$ cat src/ccm_pkg.sv
/*
 package for the codec clock, reset and mute control block: timing
 counts, ratio encodings, mode types and the sample carrier struct.
 assumes one 250 MHz clock domain; nothing here has state.
*/
`default_nettype none
package ccm_pkg;
   localparam int CLK_MHZ = 250;
   localparam int ZERO_RUN = 512;
   localparam int CNT_W = 10;
   localparam logic [CNT_W-1:0] ZERO_LIMIT = CNT_W'(ZERO_RUN);
   localparam int CH_NUM = 6;
   localparam int SMP_W = 24;
   localparam int RATIO_W = 10;
   // clock-ratio field codes
   localparam logic [1:0] RATIO_0 = 2'h0;
   localparam logic [1:0] RATIO_1 = 2'h1;
   localparam logic [1:0] RATIO_2 = 2'h2;
   localparam logic [1:0] RATIO_3 = 2'h3;
   // master clocks per frame, base rate mode
   localparam logic [RATIO_W-1:0] BRM_R0 = 10'h080;
   localparam logic [RATIO_W-1:0] BRM_R1 = 10'h100;
   localparam logic [RATIO_W-1:0] BRM_R2 = 10'h180;
   localparam logic [RATIO_W-1:0] BRM_R3 = 10'h200;
   // master clocks per frame, high rate mode
   localparam logic [RATIO_W-1:0] HRM_R0 = 10'h040;
   localparam logic [RATIO_W-1:0] HRM_R1 = 10'h080;
   localparam logic [RATIO_W-1:0] HRM_R2 = 10'h0c0;
   localparam logic [RATIO_W-1:0] HRM_R3 = 10'h100;
   localparam logic [6:0] ADDR_BASE = 7'h48;
   typedef enum logic [0:0] {
      CCM_TWO_WIRE = 1'b0,
      CCM_FOUR_WIRE = 1'b1
   } ccm_port_mode_t;
   typedef struct packed {
      logic valid;
      logic [CH_NUM-1:0][SMP_W-1:0] data;
   } ccm_frame_t;
   typedef struct packed {
      logic master_mode;
      logic high_rate_mode;
      logic [1:0] clock_ratio_select;
      logic [7:0] bit_clock_div;
   } ccm_clk_cfg_t;
endpackage : ccm_pkg
`default_nettype wire

$ cat src/ccm_core.sv
/*
 clock direction, ratio check, bit clock divider, control port pin
 steering, port mode strap and mute output of the codec.
 assumes clk is the master clock domain and all pins are synchronous.
*/
`timescale 1ns/100ps
`default_nettype none
module ccm_core #(
   parameter int BIT_DIV_W = 8
) (
   input wire logic clk,
   input wire logic rst_b,
   input wire ccm_pkg::ccm_clk_cfg_t clk_cfg,
   input wire logic mclk_present,
   input wire logic frame_select_clock_in,
   output logic frame_select_clock_out,
   output logic frame_select_clock_oe_n,
   output logic bit_clock_out,
   output logic bit_clock_oe_n,
   output logic frame_left,
   output logic pair_strobe,
   input wire logic audio_serial_out_in,
   output logic audio_serial_out_oe_n,
   output ccm_pkg::ccm_port_mode_t port_mode,
   input wire logic control_port_clock,
   input wire logic control_data_in,
   input wire logic control_data_drive_low,
   output logic control_data_out,
   output logic control_data_oe_n,
   output logic control_data_sample,
   input wire logic address_select_lsb,
   output logic [6:0] bus_address,
   output logic control_port_enable,
   output logic core_enable,
   output logic low_power,
   input wire logic power_up_done,
   input wire logic power_down,
   input wire logic soft_mute,
   input wire logic zero_mute_enable,
   input wire ccm_pkg::ccm_frame_t dac_frame,
   output logic ratio_error,
   output logic zero_muted,
   output logic mute_output_n
);
   logic [ccm_pkg::RATIO_W-1:0] ratio, next_ratio;
   logic [ccm_pkg::RATIO_W-1:0] frame_cnt, next_frame_cnt;
   logic [ccm_pkg::RATIO_W-1:0] ref_ratio;
   logic fs_prev, next_fs_prev;
   logic next_ratio_error;
   logic seen_edge, next_seen_edge;
   logic [BIT_DIV_W-1:0] bdiv, next_bdiv;
   logic next_bit_clock_out;
   logic next_frame_select_clock_out;
   logic [ccm_pkg::CNT_W-1:0] zcnt, next_zcnt;
   logic next_zero_muted;
   logic strap_done, next_strap_done;
   ccm_pkg::ccm_port_mode_t next_port_mode;
   logic control_port_clock_prev, next_control_port_clock_prev;
   logic next_mute_output_n;
   logic next_frame_left, next_pair_strobe;
   logic fs_now, fs_rise, fs_fall, all_zero;
   logic next_ctl_sample;
   logic [ccm_pkg::CH_NUM-1:0] ch_zero;

   // ratio lookup from mode and field
   always_comb begin
      ref_ratio = ccm_pkg::BRM_R1;
      if (clk_cfg.high_rate_mode) begin
         case (clk_cfg.clock_ratio_select)
            ccm_pkg::RATIO_0: ref_ratio = ccm_pkg::HRM_R0;
            ccm_pkg::RATIO_1: ref_ratio = ccm_pkg::HRM_R1;
            ccm_pkg::RATIO_2: ref_ratio = ccm_pkg::HRM_R2;
            default: ref_ratio = ccm_pkg::HRM_R3;
         endcase
      end else begin
         case (clk_cfg.clock_ratio_select)
            ccm_pkg::RATIO_0: ref_ratio = ccm_pkg::BRM_R0;
            ccm_pkg::RATIO_1: ref_ratio = ccm_pkg::BRM_R1;
            ccm_pkg::RATIO_2: ref_ratio = ccm_pkg::BRM_R2;
            default: ref_ratio = ccm_pkg::BRM_R3;
         endcase
      end
   end

   // frame clock source and ratio measurement
   always_comb begin
      fs_now = clk_cfg.master_mode ? frame_select_clock_out
                                   : frame_select_clock_in;
      fs_rise = fs_now && !fs_prev;
      fs_fall = !fs_now && fs_prev;
      next_fs_prev = fs_now;
      next_frame_cnt = frame_cnt + 1'b1;
      next_ratio = ratio;
      next_ratio_error = ratio_error;
      next_seen_edge = seen_edge;
      next_frame_select_clock_out = frame_select_clock_out;
      // master frame clock set at ratio-2: its output register adds one
      // clock and the rise restarts the count, so a master frame is the ratio
      if (clk_cfg.master_mode &&
          frame_cnt == ref_ratio - 2'h2) begin
         next_frame_select_clock_out = 1'b1;
      end else if (clk_cfg.master_mode &&
                   frame_cnt == (ref_ratio >> 1) - 2'h2) begin
         next_frame_select_clock_out = 1'b0;
      end
      if (fs_rise) begin
         next_frame_cnt = '0;
         next_ratio = frame_cnt + 1'b1;
         next_seen_edge = 1'b1;
         // a slave clock off the selected multiple mutes the outputs
         next_ratio_error = seen_edge &&
                            (frame_cnt + 1'b1 != ref_ratio);
      end else if (frame_cnt == '1) begin
         next_ratio_error = 1'b1;
      end
      if (clk_cfg.master_mode && frame_cnt == ref_ratio - 1'b1) begin
         next_frame_cnt = '0;
      end
   end

   // left low, right high; a pair completes on the falling edge
   always_comb begin
      next_frame_left = !fs_now;
      next_pair_strobe = fs_fall;
   end

   // bit clock divider, master only
   always_comb begin
      next_bdiv = bdiv + 1'b1;
      next_bit_clock_out = bit_clock_out;
      if (!clk_cfg.master_mode || fs_rise) begin
         next_bdiv = '0;
         next_bit_clock_out = 1'b0;
      end else if (bdiv == clk_cfg.bit_clock_div[BIT_DIV_W-1:0]) begin
         next_bdiv = '0;
         next_bit_clock_out = !bit_clock_out;
      end
   end

   // mode strap: caught on the first clock after reset release
   always_comb begin
      next_strap_done = 1'b1;
      next_port_mode = port_mode;
      if (!strap_done) begin
         next_port_mode = audio_serial_out_in ? ccm_pkg::CCM_FOUR_WIRE
                                              : ccm_pkg::CCM_TWO_WIRE;
      end
   end

   // one zero flag per converter input
   for (genvar ch = 0; ch < ccm_pkg::CH_NUM; ch++) begin : g_ch_zero
      assign ch_zero[ch] = (dac_frame.data[ch] == '0);
   end

   // zero detect across all channels
   always_comb begin
      all_zero = &ch_zero;
      next_zcnt = zcnt;
      if (dac_frame.valid) begin
         if (!all_zero) begin
            next_zcnt = '0;
         end else if (zcnt != ccm_pkg::ZERO_LIMIT) begin
            next_zcnt = zcnt + 1'b1;
         end
      end
      next_zero_muted = zero_mute_enable &&
                        next_zcnt == ccm_pkg::ZERO_LIMIT;
   end

   // mute output, low means muted
   always_comb begin
      next_mute_output_n = !(!power_up_done || power_down ||
                             !mclk_present || next_ratio_error ||
                             soft_mute || next_zero_muted);
   end

   // control port edge tracking, samples only while the port is enabled
   always_comb begin
      next_control_port_clock_prev = control_port_clock;
      next_ctl_sample = control_port_enable &&
                        control_port_clock && !control_port_clock_prev;
   end

   // pin steering for the control port
   always_comb begin
      control_data_out = 1'b0;
      control_data_oe_n = !(port_mode == ccm_pkg::CCM_TWO_WIRE &&
                            control_data_drive_low && strap_done);
      bus_address = {ccm_pkg::ADDR_BASE[6:1], address_select_lsb};
      control_port_enable = strap_done &&
                            (port_mode == ccm_pkg::CCM_TWO_WIRE ||
                             !address_select_lsb);
      frame_select_clock_oe_n = !clk_cfg.master_mode;
      bit_clock_oe_n = !clk_cfg.master_mode;
      // strap pin stays an input until the mode is caught
      audio_serial_out_oe_n = !strap_done;
      core_enable = strap_done;
      low_power = !strap_done;
   end

   // whole state back to defaults while reset is low
   always_ff @(posedge clk or negedge rst_b) begin
      if (!rst_b) begin
         ratio <= '0;
         frame_cnt <= '0;
         fs_prev <= 1'b0;
         ratio_error <= 1'b0;
         seen_edge <= 1'b0;
         frame_select_clock_out <= 1'b0;
      end else begin
         ratio <= next_ratio;
         frame_cnt <= next_frame_cnt;
         fs_prev <= next_fs_prev;
         ratio_error <= next_ratio_error;
         seen_edge <= next_seen_edge;
         frame_select_clock_out <= next_frame_select_clock_out;
      end
   end

   // frame half and pair strobe
   always_ff @(posedge clk or negedge rst_b) begin
      if (!rst_b) begin
         frame_left <= 1'b1;
         pair_strobe <= 1'b0;
      end else begin
         frame_left <= next_frame_left;
         pair_strobe <= next_pair_strobe;
      end
   end

   // bit clock divider
   always_ff @(posedge clk or negedge rst_b) begin
      if (!rst_b) begin
         bdiv <= '0;
         bit_clock_out <= 1'b0;
      end else begin
         bdiv <= next_bdiv;
         bit_clock_out <= next_bit_clock_out;
      end
   end

   // port mode strap
   always_ff @(posedge clk or negedge rst_b) begin
      if (!rst_b) begin
         strap_done <= 1'b0;
         port_mode <= ccm_pkg::CCM_TWO_WIRE;
      end else begin
         strap_done <= next_strap_done;
         port_mode <= next_port_mode;
      end
   end

   // zero run
   always_ff @(posedge clk or negedge rst_b) begin
      if (!rst_b) begin
         zcnt <= '0;
         zero_muted <= 1'b0;
      end else begin
         zcnt <= next_zcnt;
         zero_muted <= next_zero_muted;
      end
   end

   // mute output, held low through reset
   always_ff @(posedge clk or negedge rst_b) begin
      if (!rst_b) begin
         mute_output_n <= 1'b0;
      end else begin
         mute_output_n <= next_mute_output_n;
      end
   end

   // control clock edge
   always_ff @(posedge clk or negedge rst_b) begin
      if (!rst_b) begin
         control_port_clock_prev <= 1'b0;
         control_data_sample <= 1'b0;
      end else begin
         control_port_clock_prev <= next_control_port_clock_prev;
         control_data_sample <= next_ctl_sample;
      end
   end
endmodule : ccm_core
`default_nettype wire

$ cat config.mk
export PLATFORM = sky130hd
export DESIGN_NAME = ccm_core
export DESIGN_NICKNAME = d
export VERILOG_FILES = /design/src/ccm_pkg.sv /design/src/ccm_core.sv
export SDC_FILE = /design/constraint.sdc
export NUM_CORES = 1
export LEC_CHECK = 0
export BUFFER_PORTS_ARGS = -buffer_cell sky130_fd_sc_hd__buf_2
export CAP_MARGIN = 20
export CORE_UTILIZATION = 30
export CTS_BUF_LIST = sky130_fd_sc_hd__clkbuf_4
export DETAILED_ROUTE_END_ITERATION = 8
export GPL_TIMING_DRIVEN = 1
export SYNTH_ARGS = -nofsm -noshare
export SYNTH_HDL_FRONTEND = slang
export SYNTH_SLANG_ARGS = --single-unit
$ cat constraint.sdc
create_clock -name clk -period 2.4 [get_ports clk]
set_input_delay 0.36 -clock clk [delete_from_list [all_inputs] [get_ports clk]]
set_output_delay 0.36 -clock clk [all_outputs]
set_load 0.01 [all_outputs]
==> out/qor.yml <==
status: "finished, final reports clean"
cts.clk_slew.worst_paths_ns: 0.14
met2_usage: 0.322
synth.top_cell.area_share: 0.343
drt_pass1_iterations: 4
fin_skew_ns: 0.00610
grt_pass1_vias: 3177
cp_num_buf_inv: 1
die_area_um2: 10100
placed_area_um2: 4040
seqPwrFrac: 0.441
core_um2: 9330
cts_sinks: 41
synthTopCellsByCount: "nor4_1, dfrtp_1, nor2_1"
cts_buffers: 5
synth_warnings: 0
worstSkewPairLatency_ns: 0.37
drive_above_1_share: 0.425
arrival_ns: 2.51
cpPeakStageDelay_ns: 0.51
synth.avg_cell_area_um2: 8.92
antenna_found_initial: 1
clkPwrFrac: 0.322
global_route.usage.met3: 0.0381
design_area_um2: 4150
nets: 697
met1_usage: 0.215
worst_path_max_delay_cell: "o41ai_4"
via_per_inst: 4.85
max_freq_mhz: 448
cts.path.max_buffers: 2
maxCapViolations: 0
n_fill_cell: 945
grt_pass1_wl_um: 14400
switching_share: 0.287
gp_congestion: 0.860
slew_headroom: 0.633
intPower_mw: 1.29
cp_cell_sequence: "or3_4, o41ai_4, nor3_2, a41oi_1, a31o_2, inv_2, nor4b_2"
via_count: 3153
rsz0062_at_grt: "no"
drc: 0
power_per_cell_area_nw_per_um2: 435
wl_per_cell_um: 13.3
cp-end-kind: "register"
p_leak_nw: 2.08
ys_ff_latch: 41
tightestPinTransition_ns: 0.544
cp_top_family: "compound AO/OA/AOI/OAI gates"
portBuffers: 185
ys.flop_type: "dfrtp_1"
period_share: 0.930
setup_viol: 0
power_frac_comb: 0.236
row_count: 35
grt_max_degree: 27
maxSlewViolCount: 0
grt.total_usage: 0.180
synthCells: 327
htree_levels: 2
wirelength_um: 8630
drt_iter0_drc: 83
yosysSeqAreaShare: 0.352
die_h_um: 101
netlist_top_cells_area: "dfrtp_1, nor4_1, xor2_1"
hp-class: "in -> reg"
initial_core_util: 0.313
area_delta_synth_final_pct: 42.4
ir_drop_mv: 0.267
clock-root-buffer: "clkbuf_4"
cp_max_fo: 6
ios: 194
cts_tree: "done"
period_needed_ns: 2.23
hold_viol_final: 0
multi_input_area_um2: 1730
synthArstFlopShare: 1.00
start_kind: "register"
busiest_layer: "met2"
overflow: 0
synth_edf_count: 0
ant_nets: 0
die_x_um: 101
fin_total_pwr_mw: 1.81
tns_ns: 0
worstSetupPathType: "reg -> reg"
synth.distinct_cells: 57
synthesis.area_um2: 2920
dp_hpwl_um: 7230
cp_data_required_time_ns: 2.68
fin_util: 0.445
synth_area_leader_cell: "dfrtp_1"
seq_area_um2: 1030
power_switching_uw: 518
yosysMostFrequentCell: "nor4_1"
cts_setup_buffers: 0
==> cells by family after synthesis <==
family / Yosys count / synth area share
mux: 5 / 0.0176
simple gates: 156 / 0.297
xor+xnor: 43 / 0.144
flops: 41 / 0.352
fa+ha+maj: 8 / 0.0343
compound gates: 34 / 0.0905
other cells: 2 / 0.00257
buf+inv: 38 / 0.0622
==> registers in the layout, indices dropped and copies added (netlist names) <==
name,cells
mute_output_n,1
bdiv,8
frame_select_clock_out,1
zero_muted,1
port_mode,1
control_port_clock_prev,1
zcnt,10
fs_prev,1
frame_left,1
seen_edge,1
ratio_error,1
core_enable,1
pair_strobe,1
control_data_sample,1
frame_cnt,10
bit_clock_out,1
==> layout by cell type (no fill, tap or decap), types with 4 or more instances in the layout <==
| master | synthesis | final |
|---|---|---|
| buf_2 | 1 | 185 |
| nor4_1 | 43 | 43 |
| dfrtp_1 | 40 | 40 |
| nor2_1 | 35 | 35 |
| xor2_1 | 25 | 25 |
| nand3_1 | 16 | 16 |
| xnor2_1 | 15 | 15 |
| buf_4 | 10 | 15 |
| inv_1 | 14 | 14 |
| nand2_1 | 14 | 14 |
| nand4_1 | 13 | 13 |
| o21ai_0 | 8 | 8 |
| ha_1 | 8 | 8 |
| conb_1 | 2 | 8 |
| nor3_1 | 7 | 7 |
| clkbuf_4 | 0 | 5 |
| mux2i_1 | 4 | 4 |
| a21oi_1 | 4 | 4 |
| and3_1 | 4 | 4 |
==> final timing paths <==
path	from	end	slack (ns)	cells past startpoint
setup reg to reg	zcnt[5]$_DFF_PN0_	zero_muted$_DFF_PN0_	0.17	7
hold reg to reg	fs_prev$_DFF_PN0_	pair_strobe$_DFF_PN0_	0.50	1
setup / recovery	zcnt[5]$_DFF_PN0_	zero_muted$_DFF_PN0_	0.17	7
min in group asynchronous	rst_b	bdiv[4]$_DFF_PN0_	0.41	2
hold / removal	control_port_clock	control_port_clock_prev$_DFF_PN0_	0.10	1
max in group asynchronous	rst_b	mute_output_n$_DFF_PN0_	1.32	3
==> power by group through the flow <==
stage          sequential, mW  combinational (mW)  clock [mW]
3_3_place_gp            0.807               0.418           0
5_1_grt                 0.808               0.479       0.630
2_1_floorplan           0.783               0.229           0
6_report                0.798               0.427       0.583
4_1_cts                 0.796               0.431       0.606
3_5_place_dp            0.808               0.429           0
==> area by class of cell <==
| type | count | area share |
|---|---|---|
| Clock inverter | 3 | 0.0166 |
| Multi-Input combinational cell | 254 | 0.417 |
| Tap cell | 129 | 0.0389 |
| Timing Repair Buffer | 202 | 0.257 |
| Clock buffer | 5 | 0.00904 |
| Inverter | 15 | 0.0136 |
| Sequential cell | 41 | 0.247 |
| Antenna cell | 1 | 0.000602 |
==> worst reg2reg max path: stages (launching register included) <==
cell	delay (ns)
dfrtp_1	0.45
or3_4	0.37
o41ai_4	0.51
nor3_2	0.10
a41oi_1	0.23
a31o_2	0.17
inv_2	0.05
nor4b_2	0.26
==> through the flow <==
stage	hold WS, ns	setup WS, ns	cells
after detailed placement	0.296	-0.0308	640
final	0.101	0.168	650
after global routing	0.0753	0.0628	650
after floorplan	0.0644	0.159	333
after CTS	0.0761	0.161	649
after global placement	0.286	0.0448	640
==> routing by layer <==
metal,vias to the layer above,part of all wire
met5,-,0
met4,0,0.015
met3,11,0.056
met2,117,0.50
met1,1460,0.43
li1,1565,-
==> repair_timing <==
action	4_1_cts	5_1_grt
hold endpoints to repair	14	0
gates resized for setup	0	0
hold buffers	1	0
No activity file was read; power rests on OpenSTA's default activity.
